File: src/logic/gpo_consts.svh
`ifndef GPO_CONSTS_SVH
`define GPO_CONSTS_SVH

`define GPO_OFS_DIR 8'h00
`define GPO_OFS_LATCH 8'h04
`define GPO_OFS_PIN 8'h08
`define GPO_OFS_CTRL 8'h0C
`define GPO_OFS_SENSE 8'h10
`define GPO_OFS_STATUS 8'h14
`define GPO_OFS_MASK 8'h18

`define GPO_CTRL_GPOFF_BIT 0
`define GPO_RST_WORD 32'h0000_0000
`define GPO_RST_BIT 1'b0

`define GPO_SENSE_LOW 2'h0
`define GPO_SENSE_ANY 2'h1
`define GPO_SENSE_FALL 2'h2
`define GPO_SENSE_RISE 2'h3

`define GPO_RESP_OKAY 2'h0
`define GPO_RESP_SLVERR 2'h2

`define GPO_CLK_PERIOD_NS 100
`define GPO_READBACK_NS 100
`define GPO_READBACK_CYC ((`GPO_READBACK_NS + `GPO_CLK_PERIOD_NS - 1) / `GPO_CLK_PERIOD_NS)

`define GPO_MAX_WIDTH 16

`endif

File: src/logic/gpo_pkg.sv
package gpo_pkg;

	// Override controls from one alternate-function peripheral for one pin
	typedef struct packed {
		logic pullup_override_enable;
		logic pullup_override_value;
		logic direction_override_enable;
		logic direction_override_value;
		logic outvalue_override_enable;
		logic outvalue_override_value;
		logic toggle_override_enable;
		logic input_enable_override_enable;
		logic input_enable_override_value;
	} gpo_ovr_t;

	typedef enum logic [2:0] {
		GPO_SLP_ACTIVE = 3'h0,
		GPO_SLP_IDLE = 3'h1,
		GPO_SLP_ADC_QUIET = 3'h2,
		GPO_SLP_PWR_DOWN = 3'h3,
		GPO_SLP_PWR_SAVE = 3'h4,
		GPO_SLP_STANDBY = 3'h5,
		GPO_SLP_EXT_STANDBY = 3'h6
	} gpo_sleep_t;

endpackage

File: src/logic/gpo_port.sv
`timescale 1ns/1ps
`default_nettype none
`include "gpo_consts.svh"

module gpo_port #(
	parameter int WIDTH = 8,
	parameter int ADDR_W = 8
) (
	input wire logic aclk,
	input wire logic aresetn,
	input wire logic clk_en,
	input wire logic [ADDR_W-1:0] s_axi_awaddr,
	input wire logic s_axi_awvalid,
	output logic s_axi_awready,
	input wire logic [31:0] s_axi_wdata,
	input wire logic [3:0] s_axi_wstrb,
	input wire logic s_axi_wvalid,
	output logic s_axi_wready,
	output logic [1:0] s_axi_bresp,
	output logic s_axi_bvalid,
	input wire logic s_axi_bready,
	input wire logic [ADDR_W-1:0] s_axi_araddr,
	input wire logic s_axi_arvalid,
	output logic s_axi_arready,
	output logic [31:0] s_axi_rdata,
	output logic [1:0] s_axi_rresp,
	output logic s_axi_rvalid,
	input wire logic s_axi_rready,
	input wire logic [WIDTH-1:0] pad_in,
	output logic [WIDTH-1:0] pad_out,
	output logic [WIDTH-1:0] pad_oe_n,
	output logic [WIDTH-1:0] pullup_en,
	input wire gpo_pkg::gpo_ovr_t [WIDTH-1:0] ovr,
	input wire gpo_pkg::gpo_sleep_t sleep_mode,
	input wire logic [WIDTH-1:0] analog_drive,
	input wire logic [WIDTH-1:0] analog_drive_en,
	output logic [WIDTH-1:0] alt_func_input_tap,
	output logic [WIDTH-1:0] pad_analog_link,
	output logic irq
);

	if (WIDTH < 1 || WIDTH > `GPO_MAX_WIDTH) begin : g_bad_width
		$error("gpo_port: WIDTH must be 1 to 16");
	end
	if (ADDR_W < 5) begin : g_bad_addr
		$error("gpo_port: ADDR_W too small for the register map");
	end

	typedef struct packed {
		logic [WIDTH-1:0] direction_bit;
		logic [WIDTH-1:0] drive_latch_bit;
		logic [WIDTH-1:0] pin_sample_bit;
		logic [WIDTH-1:0] sample_prev;
		logic [WIDTH-1:0] status;
		logic [WIDTH-1:0] mask;
		logic [2*WIDTH-1:0] sense;
		logic global_pullup_off;
		logic bvalid;
		logic [1:0] bresp;
		logic rvalid;
		logic [31:0] rdata;
		logic [1:0] rresp;
	} gpo_state_t;

	gpo_state_t state_ff;
	gpo_state_t nxt_state;
	logic [WIDTH-1:0] sync_latch_ff;

	logic [WIDTH-1:0] pue_v, puv_v, doe_v, dov_v, ov_en_v, ov_val_v, tog_v, ie_en_v, diev_v;
	logic [WIDTH-1:0] in_enable;
	logic [WIDTH-1:0] drv_enable;
	logic [WIDTH-1:0] pu_normal;
	logic [WIDTH-1:0] evt;
	logic [WIDTH-1:0] status_clr;
	logic [WIDTH-1:0] wr_ones;
	logic [31:0] wr_merged;
	logic [31:0] rd_word;
	logic clamp_mode;
	logic wr_go;
	logic rd_go;

	// Byte-lane merge of a write into an existing word
	function automatic logic [31:0] strb_merge(input logic [31:0] old,
			input logic [31:0] data, input logic [3:0] strb);
		logic [31:0] res;
		res = old;
		for (int b = 0; b < 4; b++) begin
			if (strb[b]) begin
				res[8*b +: 8] = data[8*b +: 8];
			end
		end
		return res;
	endfunction

	// Register word as software sees it; unmapped offsets read zero
	function automatic logic [31:0] reg_word(input logic [ADDR_W-1:0] a,
			input gpo_state_t s);
		logic [31:0] w;
		w = `GPO_RST_WORD;
		unique case (a)
			ADDR_W'(`GPO_OFS_DIR): w[WIDTH-1:0] = s.direction_bit;
			ADDR_W'(`GPO_OFS_LATCH): w[WIDTH-1:0] = s.drive_latch_bit;
			ADDR_W'(`GPO_OFS_PIN): w[WIDTH-1:0] = s.pin_sample_bit;
			ADDR_W'(`GPO_OFS_CTRL): w[`GPO_CTRL_GPOFF_BIT] = s.global_pullup_off;
			ADDR_W'(`GPO_OFS_SENSE): w[2*WIDTH-1:0] = s.sense;
			ADDR_W'(`GPO_OFS_STATUS): w[WIDTH-1:0] = s.status;
			ADDR_W'(`GPO_OFS_MASK): w[WIDTH-1:0] = s.mask;
			default: w = `GPO_RST_WORD;
		endcase
		return w;
	endfunction

	function automatic logic addr_hit(input logic [ADDR_W-1:0] a);
		return a == ADDR_W'(`GPO_OFS_DIR) || a == ADDR_W'(`GPO_OFS_LATCH) ||
			a == ADDR_W'(`GPO_OFS_PIN) || a == ADDR_W'(`GPO_OFS_CTRL) ||
			a == ADDR_W'(`GPO_OFS_SENSE) || a == ADDR_W'(`GPO_OFS_STATUS) ||
			a == ADDR_W'(`GPO_OFS_MASK);
	endfunction

	always_comb begin
		for (int i = 0; i < WIDTH; i++) begin
			pue_v[i] = ovr[i].pullup_override_enable;
			puv_v[i] = ovr[i].pullup_override_value;
			doe_v[i] = ovr[i].direction_override_enable;
			dov_v[i] = ovr[i].direction_override_value;
			ov_en_v[i] = ovr[i].outvalue_override_enable;
			ov_val_v[i] = ovr[i].outvalue_override_value;
			tog_v[i] = ovr[i].toggle_override_enable;
			ie_en_v[i] = ovr[i].input_enable_override_enable;
			diev_v[i] = ovr[i].input_enable_override_value;
		end
	end

	// Deep sleep modes except extended standby clamp floating inputs to save power
	assign clamp_mode = sleep_mode == gpo_pkg::GPO_SLP_PWR_DOWN ||
		sleep_mode == gpo_pkg::GPO_SLP_PWR_SAVE ||
		sleep_mode == gpo_pkg::GPO_SLP_STANDBY;
	// Pins enabled as external interrupts stay live to wake the device
	assign in_enable = (ie_en_v & diev_v) |
		(~ie_en_v & ~({WIDTH{clamp_mode}} & ~state_ff.mask));
	assign alt_func_input_tap = pad_in & in_enable;
	assign pad_analog_link = pad_in;

	assign drv_enable = analog_drive_en |
		(doe_v & dov_v) | (~doe_v & state_ff.direction_bit);
	assign pad_oe_n = ~(drv_enable & {WIDTH{aresetn}});
	assign pad_out = (analog_drive_en & analog_drive) |
		(~analog_drive_en & ov_en_v & ov_val_v) |
		(~analog_drive_en & ~ov_en_v & state_ff.drive_latch_bit);
	assign pu_normal = ~state_ff.direction_bit & state_ff.drive_latch_bit &
		~{WIDTH{state_ff.global_pullup_off}};
	assign pullup_en = ((pue_v & puv_v) | (~pue_v & pu_normal)) &
		{WIDTH{aresetn}};

	assign irq = |(state_ff.status & state_ff.mask);

	assign wr_go = clk_en & s_axi_awvalid & s_axi_wvalid & ~state_ff.bvalid;
	assign rd_go = clk_en & s_axi_arvalid & ~state_ff.rvalid;
	assign s_axi_awready = wr_go;
	assign s_axi_wready = wr_go;
	assign s_axi_arready = rd_go;
	assign s_axi_bvalid = state_ff.bvalid;
	assign s_axi_bresp = state_ff.bresp;
	assign s_axi_rvalid = state_ff.rvalid;
	assign s_axi_rdata = state_ff.rdata;
	assign s_axi_rresp = state_ff.rresp;

	// A clamp-to-low during sleep makes a high rise- or any-edge-sensed pin look like an edge on wake
	always_comb begin
		for (int i = 0; i < WIDTH; i++) begin
			unique case (state_ff.sense[2*i +: 2])
				`GPO_SENSE_LOW: evt[i] = ~state_ff.pin_sample_bit[i];
				`GPO_SENSE_ANY: evt[i] = state_ff.pin_sample_bit[i] ^ state_ff.sample_prev[i];
				`GPO_SENSE_FALL: evt[i] = ~state_ff.pin_sample_bit[i] & state_ff.sample_prev[i];
				`GPO_SENSE_RISE: evt[i] = state_ff.pin_sample_bit[i] & ~state_ff.sample_prev[i];
			endcase
		end
	end

	always_comb begin
		nxt_state = state_ff;
		status_clr = '0;
		wr_merged = strb_merge(reg_word(s_axi_awaddr, state_ff), s_axi_wdata, s_axi_wstrb);
		rd_word = strb_merge(`GPO_RST_WORD, s_axi_wdata, s_axi_wstrb);
		wr_ones = rd_word[WIDTH-1:0];
		rd_word = reg_word(s_axi_araddr, state_ff);
		if (clk_en) begin
			nxt_state.sample_prev = state_ff.pin_sample_bit;
			nxt_state.pin_sample_bit = sync_latch_ff;
			nxt_state.drive_latch_bit = state_ff.drive_latch_bit ^ tog_v;
			if (state_ff.bvalid && s_axi_bready) begin
				nxt_state.bvalid = 1'b0;
			end
			if (state_ff.rvalid && s_axi_rready) begin
				nxt_state.rvalid = 1'b0;
			end
			if (wr_go) begin
				nxt_state.bvalid = 1'b1;
				nxt_state.bresp = addr_hit(s_axi_awaddr) ? `GPO_RESP_OKAY : `GPO_RESP_SLVERR;
				unique case (s_axi_awaddr)
					ADDR_W'(`GPO_OFS_DIR): nxt_state.direction_bit = wr_merged[WIDTH-1:0];
					ADDR_W'(`GPO_OFS_LATCH): begin
						nxt_state.drive_latch_bit = wr_merged[WIDTH-1:0] ^ tog_v;
					end
					ADDR_W'(`GPO_OFS_PIN): begin
						nxt_state.drive_latch_bit = state_ff.drive_latch_bit ^ tog_v ^
							wr_ones;
					end
					ADDR_W'(`GPO_OFS_CTRL): begin
						nxt_state.global_pullup_off = wr_merged[`GPO_CTRL_GPOFF_BIT];
					end
					ADDR_W'(`GPO_OFS_SENSE): nxt_state.sense = wr_merged[2*WIDTH-1:0];
					ADDR_W'(`GPO_OFS_STATUS): status_clr = wr_ones;
					ADDR_W'(`GPO_OFS_MASK): nxt_state.mask = wr_merged[WIDTH-1:0];
					default: nxt_state.bresp = `GPO_RESP_SLVERR;
				endcase
			end
			// Set beats clear so no event is lost in the clearing cycle
			nxt_state.status = (state_ff.status & ~status_clr) | evt;
			if (rd_go) begin
				nxt_state.rvalid = 1'b1;
				nxt_state.rdata = rd_word;
				nxt_state.rresp = addr_hit(s_axi_araddr) ? `GPO_RESP_OKAY : `GPO_RESP_SLVERR;
			end
		end
	end

	always_ff @(posedge aclk) begin
		if (!aresetn) begin
			state_ff <= '0;
		end else begin
			state_ff <= nxt_state;
		end
	end

	// Falling-edge capture stands in for the latch that closes while the clock is low
	always_ff @(negedge aclk) begin
		if (!aresetn) begin
			sync_latch_ff <= '0;
		end else if (clk_en) begin
			sync_latch_ff <= alt_func_input_tap;
		end
	end
endmodule
`default_nettype wire

File: config.mk
export PLATFORM = sky130hd
export DESIGN_NAME = gpo_port
export DESIGN_NICKNAME = d
export VERILOG_FILES = /design/src/logic/gpo_pkg.sv /design/src/logic/gpo_port.sv
export VERILOG_INCLUDE_DIRS = /design/src /design/src/logic
export SDC_FILE = /design/constraint.sdc
export NUM_CORES = 1
export LEC_CHECK = 0
export BUFFER_PORTS_ARGS = -buffer_cell sky130_fd_sc_hd__buf_2
export CAP_MARGIN = 40
export CORE_MARGIN = 2
export CORE_UTILIZATION = 46
export CTS_CLUSTER_SIZE = 25
export DETAILED_ROUTE_END_ITERATION = 16
export HOLD_SLACK_MARGIN = 0.15
export PLACE_DENSITY = 0.79
export SLEW_MARGIN = 20
export SYNTH_ARGS = -nofsm -noshare
export SYNTH_HDL_FRONTEND = slang
export SYNTH_SLANG_ARGS = --single-unit
File: constraint.sdc
create_clock -name aclk -period 2.3 [get_ports aclk]
set_input_delay 0.345 -clock aclk [delete_from_list [all_inputs] [get_ports aclk]]
set_output_delay 0.345 -clock aclk [all_outputs]
set_load 0.03 [all_outputs]
* Word level (Yosys, flattened, before mapping)
Cells that the tools add are included.
** Operators by class
- Equality and inequality tests :: 39
- Muxes and demuxes :: 27
- Bitwise logic cells :: 87
- Reductions and logical operators :: 39
** Operators by type and width (count)
- 8-bit AND :: 19
- 8-bit inverter :: 11
- 7-bit one-hot mux with 6 select lines :: 2
- 8-bit two-way mux :: 7
- 8-bit OR :: 7
- 8-bit by 5-bit equality test with 1-bit output (second input constant) :: 6
- 35-bit two-way mux :: 1
- 2-bit equality test (second input constant) :: 16
- 8-bit by 4-bit equality test with 1-bit output (second input constant) :: 4
- 1-bit one-hot mux with 4 select lines :: 8
- 8-bit bitwise XOR :: 3
- 1-bit AND :: 21
- 1-bit inverter :: 18
- 2-bit by 1-bit equality test with 1-bit output (second input constant) :: 8
- 8-bit by 3-bit equality test with 1-bit output (second input constant) :: 2
- 2-bit logical NOT :: 8
- 8-bit logical NOT :: 2
- 8-bit one-hot mux with 2 select lines :: 1
- 1-bit logical OR :: 14
- 1-bit one-hot mux with 7 select lines :: 2
- 3-bit AND reduction :: 4
- 2-bit AND reduction :: 4
- 8-bit OR reduction :: 1
- 1-bit bitwise XOR :: 8
- other kinds (9) :: 15
** Storage, ports and cells
- Flip-flop bits (word level) :: 95

* Logic depth before layout (Yosys ltp)
Gate-level depths: netlist (run 1).
- Depth after elaboration :: 10
- Gate-level depth with buffers :: 8

==> results.tsv, run 1 <==
stage	metric	value	unit
floorplanning	num_io_pins	241	
worst_setup_path	worst_setup_path_end_kind	flip-flop	
floorplanning	die_area	14900	sq um
power	finalPower	4.20	mW
synthesis	mappedNetlistArea	6420	sq um
worst_hold_path	holdCritStartpoint	s_axi_wdata[15]	
global_route	use_met1	36.9	%
place	placed_cells_incl_taps	1182	
worst_setup_path	rr_worst_depth	3	
worst_hold_path	worst_hold_path.num_cells	3	
cells_and_area	area_growth	27.8	%
power	power-per-cell-area	511	nW/um^2
cells_and_area	final_cell_area_excluding_filler_cells	8200	sq um
cts	ctsLongestPathBuffers	2	
global_route	antenna_found_initial	1	
routing	route.antenna.remaining_nets	0	
routing	wire_per_inst	19.0	um
worst_setup_path	worstSetupPathDepth	6	
cts	clock-root-buffer	sky130_fd_sc_hd__clkbuf_16	
synthesis	number_of_synthesized_flops_with_an_enable_pin	0	
global_route	grt_remaining_overflow	0	
routing	route.detailed.vias_per_inst	5.83	
cts	ctsHtreeMaxLevel	3	
place	numPortBuffers	204	
floorplanning	placementRows	43	
global_route	grt.met3_usage	6.41	%
cells_and_area	post_layout_instance_count_excluding_filler_cells	1206	
sta	max_slew.worst_pin.slew	0.633	ns
outcome	result_of_the_run	finished, final reports clean	
worst_hold_path	hold_path_class	input port to flip-flop	
global_route	global_route.peak_usage_layer	met2	
routing	routed-via-count	7031	
synthesis	async_flop_share	0	%
worst_setup_path	reg_to_reg_slack_setup	0.17	ns
routing	initialDrtViolationCount	607	
power	peakVddDrop	0.352	mV
sta	finalSetupViolCount	0	
power	p_leak	3.53	nW
global_route	first_pass_grt_wire_length	33900	um
worst_hold_path	worst_hold_endpoint	state_ff[54]	
cts	cts_repair_resize_count	0	
synthesis	synth_cell_types	70	
run	max-cap-violations	0	
floorplanning	initial_utilization	46.6	%
sta	finalHoldViolCount	0	
sta	grt_setup_unrepaired	false	
worst_setup_path	cells_along_the_critical_path	buf_2, nand2_4, mux2_4, o311a_4, mux2i_1, nor2_1	
cells_and_area	final_nets	1195	
floorplanning	die_width	122	um
place	hpwlAfterDp	17700	um
cts	cts-hold-fix-buffers	0	
global_route	met2_layer_usage_reported_by_global_route	49.4	%
worst_setup_path	setup.worst_path.class	input port to flip-flop	
floorplanning	fp.dieH	122	um
sta	totalNegativeSetupSlack	0	ns
cts	clk_pin_slew	0.07	ns
worst_setup_path	cp.arrival	1.37	ns
worst_setup_path	slowest_stage	sky130_fd_sc_hd__mux2_4	
synthesis	synth_sequential_area_ratio	29.0	%
global_route	grt_pass1_vias	6304	
sta	slew_headroom	57.8	%
worst_setup_path	reg2reg_to	sync_latch_ff[1]	
cts	tritoncts	done	
worst_setup_path	crit_path_start_kind	input port	
worst_setup_path	r2r_start	state_ff[56]	
sta	final-max-slew-violation-count	0	
global_route	grt_usage	30.0	%
routing	post_route_wl	22900	um
floorplanning	coreArea	13800	sq um
routing	drt_pre_antenna_iters	9	
cts	cts_buffers	9	
cells_and_area	layout-drive-gt1-share	33.8	%
place	gp_routability_congestion	0.989	
worst_setup_path	path_max_fanout	8	
worst_setup_path	crit_required	1.43	ns
worst_setup_path	critPathBufInv	1	
synthesis	synth_warnings	0	
place	placed_cell_area	7870	sq um
cts	cts.sink_count	93	
worst_setup_path	cp_slowest_stage_delay	0.34	ns
sta	clock_skew	0.0590	ns
synthesis	synthesis.instances	800	
synthesis	synth_flop_cell	sky130_fd_sc_hd__dfxtp_1	
global_route	grt_start_max_net_pins	39	
cts	clk_latency	0.41	ns
worst_setup_path	critical_path.top_delay_family	multiplexers	
routing	remaining_drc_errors	0	
cts	post_cts.repair.setup_buffers	0	
synthesis	syn-mean-instance-area	8.02	sq um
synthesis	postSynthRegisterBits	93	
## area by class of cell
type	count	area, sq um
Clock buffer	10	250
Fill cell	1274	5570
Inverter	26	97.6
Sequential cell	93	1860
Clock inverter	14	81.3
Timing Repair Buffer	285	1640
Tap cell	180	225
Multi-Input combinational cell	597	4040
Antenna cell	1	2.50
## sequential cells by signal, indices dropped and copies added, names as in the netlist
register	count
state_ff	65
s_axi_rdata	16
sync_latch_ff	8
s_axi_bresp	1
s_axi_bvalid	1
s_axi_rresp	1
s_axi_rvalid	1
## worst max path at each step
stage,from,endpoint,slack [ns]
5_1_grt,sleep_mode[1],sync_latch_ff[3],0.02
3_5_place_dp,sleep_mode[1],sync_latch_ff[1],-0.37
4_1_cts,sleep_mode[1],sync_latch_ff[1],0.05
2_1_floorplan,sleep_mode[1],sync_latch_ff[0],-0.22
6_report,sleep_mode[1],sync_latch_ff[3],0.05
3_3_place_gp,sleep_mode[1],sync_latch_ff[2],-0.31
## logic make-up after synthesis
family | synth area share [%]
AND/OR/NAND/NOR | 18.2
other | 0.0584
flip-flops | 29.0
XOR/XNOR | 1.50
adder cells (fa/ha/maj) | 3.12
multiplexers | 11.4
buffers and inverters | 10.5
AO/OA/AOI/OAI | 26.1
## metrics by stage
| stage | utilization, % | setup slack (ns) | hold slack (ns) |
|---|---|---|---|
| after global placement | 57.2 | -0.310 | 0.457 |
| final | 59.6 | 0.0525 | 0.241 |
| after detailed placement | 57.2 | -0.366 | 0.484 |
| after global routing | 59.6 | 0.0216 | 0.248 |
| after CTS | 59.5 | 0.0514 | 0.227 |
| after floorplan | - | -0.220 | 0.460 |
## power breakdown
part | switching, mW | total, mW | internal (mW)
combinational | 0.565 | 0.924 | 0.359
clock | 0.717 | 1.55 | 0.834
sequential | 0.0625 | 1.72 | 1.66
## cell usage after synthesis (6+ instances only)
| library cell | n | share of area [%] |
|---|---|---|
| sky130_fd_sc_hd__mux2i_1 | 43 | 6.7 |
| sky130_fd_sc_hd__ha_1 | 16 | 3.1 |
| sky130_fd_sc_hd__mux2_2 | 21 | 3.7 |
| sky130_fd_sc_hd__nand2_1 | 62 | 3.6 |
| sky130_fd_sc_hd__a32oi_1 | 6 | 0.82 |
| sky130_fd_sc_hd__dfxtp_1 | 93 | 29 |
| sky130_fd_sc_hd__a22oi_1 | 23 | 2.7 |
| sky130_fd_sc_hd__nor2_1 | 70 | 4.1 |
| sky130_fd_sc_hd__o21ai_0 | 64 | 5.0 |
| sky130_fd_sc_hd__nand2b_1 | 11 | 1.1 |
| sky130_fd_sc_hd__buf_2 | 13 | 1.0 |
| sky130_fd_sc_hd__or4_1 | 6 | 0.70 |
| sky130_fd_sc_hd__nand4_1 | 7 | 0.68 |
| sky130_fd_sc_hd__inv_1 | 26 | 1.5 |
| sky130_fd_sc_hd__clkbuf_1 | 33 | 1.9 |
| sky130_fd_sc_hd__buf_1 | 7 | 0.41 |
| sky130_fd_sc_hd__o211ai_1 | 20 | 2.3 |
| sky130_fd_sc_hd__nand3_1 | 21 | 1.6 |
| sky130_fd_sc_hd__a211oi_1 | 20 | 2.3 |
| sky130_fd_sc_hd__xor2_1 | 8 | 1.1 |
| sky130_fd_sc_hd__o311a_1 | 8 | 1.2 |
| sky130_fd_sc_hd__buf_4 | 45 | 5.3 |
| sky130_fd_sc_hd__a31oi_1 | 9 | 0.88 |
| sky130_fd_sc_hd__nor4b_1 | 7 | 0.96 |
| sky130_fd_sc_hd__a22o_1 | 6 | 0.82 |
| sky130_fd_sc_hd__a221oi_1 | 8 | 1.1 |
| sky130_fd_sc_hd__a21oi_1 | 61 | 4.8 |
## worst min-delay path, delay by kind of cell
kind	cells	cell delay (ns)
and+or+nand+nor	1	0.05
buffers and inverters	1	0.09
AOI/OAI and AO/OA	1	0.05
## metal layers
layer,part of all wire [%],vias to the layer above
met5,0,-
met4,3.9,0
met3,9.6,58
met2,47,377
met1,40,3255
li1,-,3341
## cells in the final DEF (no fill, tap or decap), drive strengths merged, types with 5 or more instances in the layout
cell type,synthesis,routed
nor4b,8,8
nand2,62,62
mux2,21,21
conb,1,18
inv,27,37
o311a,8,8
nand2b,11,11
mux2i,43,43
a31oi,9,9
a22oi,23,23
nor2,71,71
a221oi,8,8
o211ai,20,20
a21oi,62,62
nand3,21,21
a211oi,20,20
nand4,7,7
o21ai,64,64
or4,6,6
and3,5,5
nor2b,5,5
clkbuf,33,10
nor3,6,6
dfxtp,93,93
buf,67,285
ha,16,16
a32oi,6,6
xor2,8,8
a22o,6,6
Power figures use the tool's default switching activity.
==> inputs of run 2 (changes only) <==
--- a/config.mk
+++ b/config.mk
@@ -9,11 +9,9 @@
 export BUFFER_PORTS_ARGS = -buffer_cell sky130_fd_sc_hd__buf_2
 export CAP_MARGIN = 40
 export CORE_MARGIN = 2
-export CORE_UTILIZATION = 46
+export CORE_UTILIZATION = 35
 export CTS_CLUSTER_SIZE = 25
 export DETAILED_ROUTE_END_ITERATION = 16
-export HOLD_SLACK_MARGIN = 0.15
-export PLACE_DENSITY = 0.79
 export SLEW_MARGIN = 20
 export SYNTH_ARGS = -nofsm -noshare
 export SYNTH_HDL_FRONTEND = slang
==> results.tsv, run 2 (same netlist as run 1, synthesis figures left out) <==
stage	metric	value	unit	change
routing	route.antenna.remaining_nets	0		unchanged
cells_and_area	post_layout_instance_count_excluding_filler_cells	1258		+4.3%
power	power-per-cell-area	513	nW/um^2	+0.25%
run	max-cap-violations	0		unchanged
worst_setup_path	cp.arrival	1.36	ns	about the same
cells_and_area	area_occupied_by_multi_input_gates	4050	sq um	+0.15%
floorplanning	die_width	139	um	+14%
cells_and_area	layout-drive-gt1-share	34.2	%	+0.45 points
routing	remaining_drc_errors	0		unchanged
cts	ctsHtreeMaxLevel	3		unchanged
cells_and_area	leading_cell_types_in_the_layout_fill_and_taps_excluded	205 x sky130_fd_sc_hd__buf_2, 92 x sky130_fd_sc_hd__dfxtp_1, 79 x sky130_fd_sc_hd__buf_4		
cts	tritoncts	done		
power	p_leak	3.57	nW	+1.1%
cts	clock-root-buffer	sky130_fd_sc_hd__clkbuf_16		
floorplanning	num_io_pins	241		unchanged
worst_setup_path	worst_setup_path_end_kind	flip-flop		
global_route	grt_usage	24.6	%	-5.3 points
cells_and_area	final_nets	1199		+0.33%
routing	post_route_wl	24800	um	+8.2%
routing	route.detailed.vias_per_inst	5.64		-3.2%
global_route	first_pass_grt_wire_length	37100	um	+9.4%
worst_hold_path	hold_path_class	input port to flip-flop		
global_route	grt_remaining_overflow	0		unchanged
place	placement.setup.worst_slack	-0.351	ns	+0.0146 ns
power	peakVddDrop	0.388	mV	+10%
cells_and_area	final-seq-area	1860	sq um	about the same
cts	post_cts.repair.setup_buffers	0		unchanged
sta	final-max-slew-violation-count	0		unchanged
routing	initialDrtViolationCount	514		-15%
routing	drt_pre_antenna_iters	5		-4
sta	finalWorstSetupSlack	0.0763	ns	+0.0238 ns
worst_setup_path	crit_path_start_kind	input port		
worst_setup_path	path_max_fanout	8		unchanged
sta	finalHoldViolCount	0		unchanged
sta	clock_skew	0.0576	ns	-0.00139 ns
global_route	grt_pass1_vias	6397		+1.5%
global_route	grt_start_max_net_pins	33		-15%
worst_setup_path	setup.worst_path.class	input port to flip-flop		
cells_and_area	mostFrequentLayoutCell	sky130_fd_sc_hd__buf_2		
cells_and_area	n_fill_cell	1837		+44%
cts	clk_pin_slew	0.07	ns	about the same
cts	cts_buffers	9		unchanged
floorplanning	fp.dieH	139	um	+14%
routing	wire_per_inst	19.7	um	+3.8%
floorplanning	die_area	19400	sq um	+30%
cells_and_area	number_of_diodes_added_for_antenna_fixing	0		-1
floorplanning	placementRows	49		+14%
floorplanning	coreArea	18000	sq um	+30%
cts	ctsLongestPathBuffers	2		unchanged
cells_and_area	area_growth	30.0	%	
worst_setup_path	crit_required	1.44	ns	about the same
sta	finalSetupViolCount	0		unchanged
floorplanning	initial_utilization	35.7	%	-11 points
cts	cts.sink_count	93		unchanged
cells_and_area	max_flop_register	state_ff		
cts	clk_latency	0.42	ns	about the same
outcome	result_of_the_run	finished, final reports clean		
sta	slew_headroom	49.8	%	-8.0 points
place	hpwlAfterDp	19200	um	+8.0%
place	placed_cells_incl_taps	1235		+4.5%
sta	grt_setup_unrepaired	false		
place	numPortBuffers	204		unchanged
place	gp_routability_congestion	0.974		-1.5%
cells_and_area	largest_register_ff_count	65		unchanged
cts	cts-hold-fix-buffers	0		unchanged
routing	routed-via-count	7098		+0.95%
sta	max_slew.worst_pin.slew	0.753	ns	+0.120 ns
global_route	antenna_found_initial	0		-1
run 2: metrics by stage:
stage                     hold slack, ns  util [%]  power, mW  setup TNS [ns]  area (sq um)
after floorplan                    0.460         -       2.35           -1.76          6590
after global placement             0.458      44.6       2.72           -3.07          8010
after detailed placement           0.467      44.6       2.72           -2.84          8020
after CTS                          0.220      46.4       4.30               0          8340
after global routing               0.234      46.4       4.43               0          8340
final                              0.227      46.4       4.28               0          8340
run 2: critical path, stage by stage:
cell                      delay [ns]
sky130_fd_sc_hd__buf_2          0.11
sky130_fd_sc_hd__nand2_4        0.04
sky130_fd_sc_hd__mux2_4         0.34
sky130_fd_sc_hd__o311a_4        0.32
sky130_fd_sc_hd__mux2i_1        0.15
sky130_fd_sc_hd__nor2_1         0.05
run 2: metal layers:
layer	up-vias	routed length, um	share of wire (%)	track usage [%]
li1	3360	-	-	-
met1	3298	10300	42	31.9
met2	377	11400	46	40.4
met3	63	2120	8.5	4.58
met4	0	964	3.9	10.4
met5	-	0	0	0
run 2: repair_timing:
action,in CTS,in global routing
hold endpoints to repair,0,0
gates resized for setup,0,1
endpoints found under the setup margin,0,1
run 2: power breakdown:
| part | internal, mW | total (mW) | switching (mW) | leakage (nW) |
|---|---|---|---|---|
| Combinational | 0.370 | 0.951 | 0.581 | 2.62 |
| Sequential | 1.66 | 1.72 | 0.0614 | 0.757 |
| Clock | 0.791 | 1.61 | 0.816 | 0.191 |
run 2: worst paths after layout:
| kind | slack, ns | end | cells after the start | from |
|---|---|---|---|---|
| worst min-delay path | 0.23 | state_ff[47] | 3 | s_axi_wdata[8] |
| worst min register to register | 0.48 | s_axi_rvalid | 2 | s_axi_rvalid |
| worst max register to register | 0.11 | sync_latch_ff[5] | 3 | state_ff[60] |
| worst max-delay path | 0.08 | sync_latch_ff[3] | 6 | sleep_mode[1] |
run 2: area by class of cell:
class / instances / area share, %
clock inverters: 15 / 1.21
well taps: 229 / 3.43
inverters: 26 / 1.17
repair buffers: 289 / 20.6
flip-flops and latches: 93 / 22.3
multi-input cells: 597 / 48.5
clock buffers: 9 / 2.70
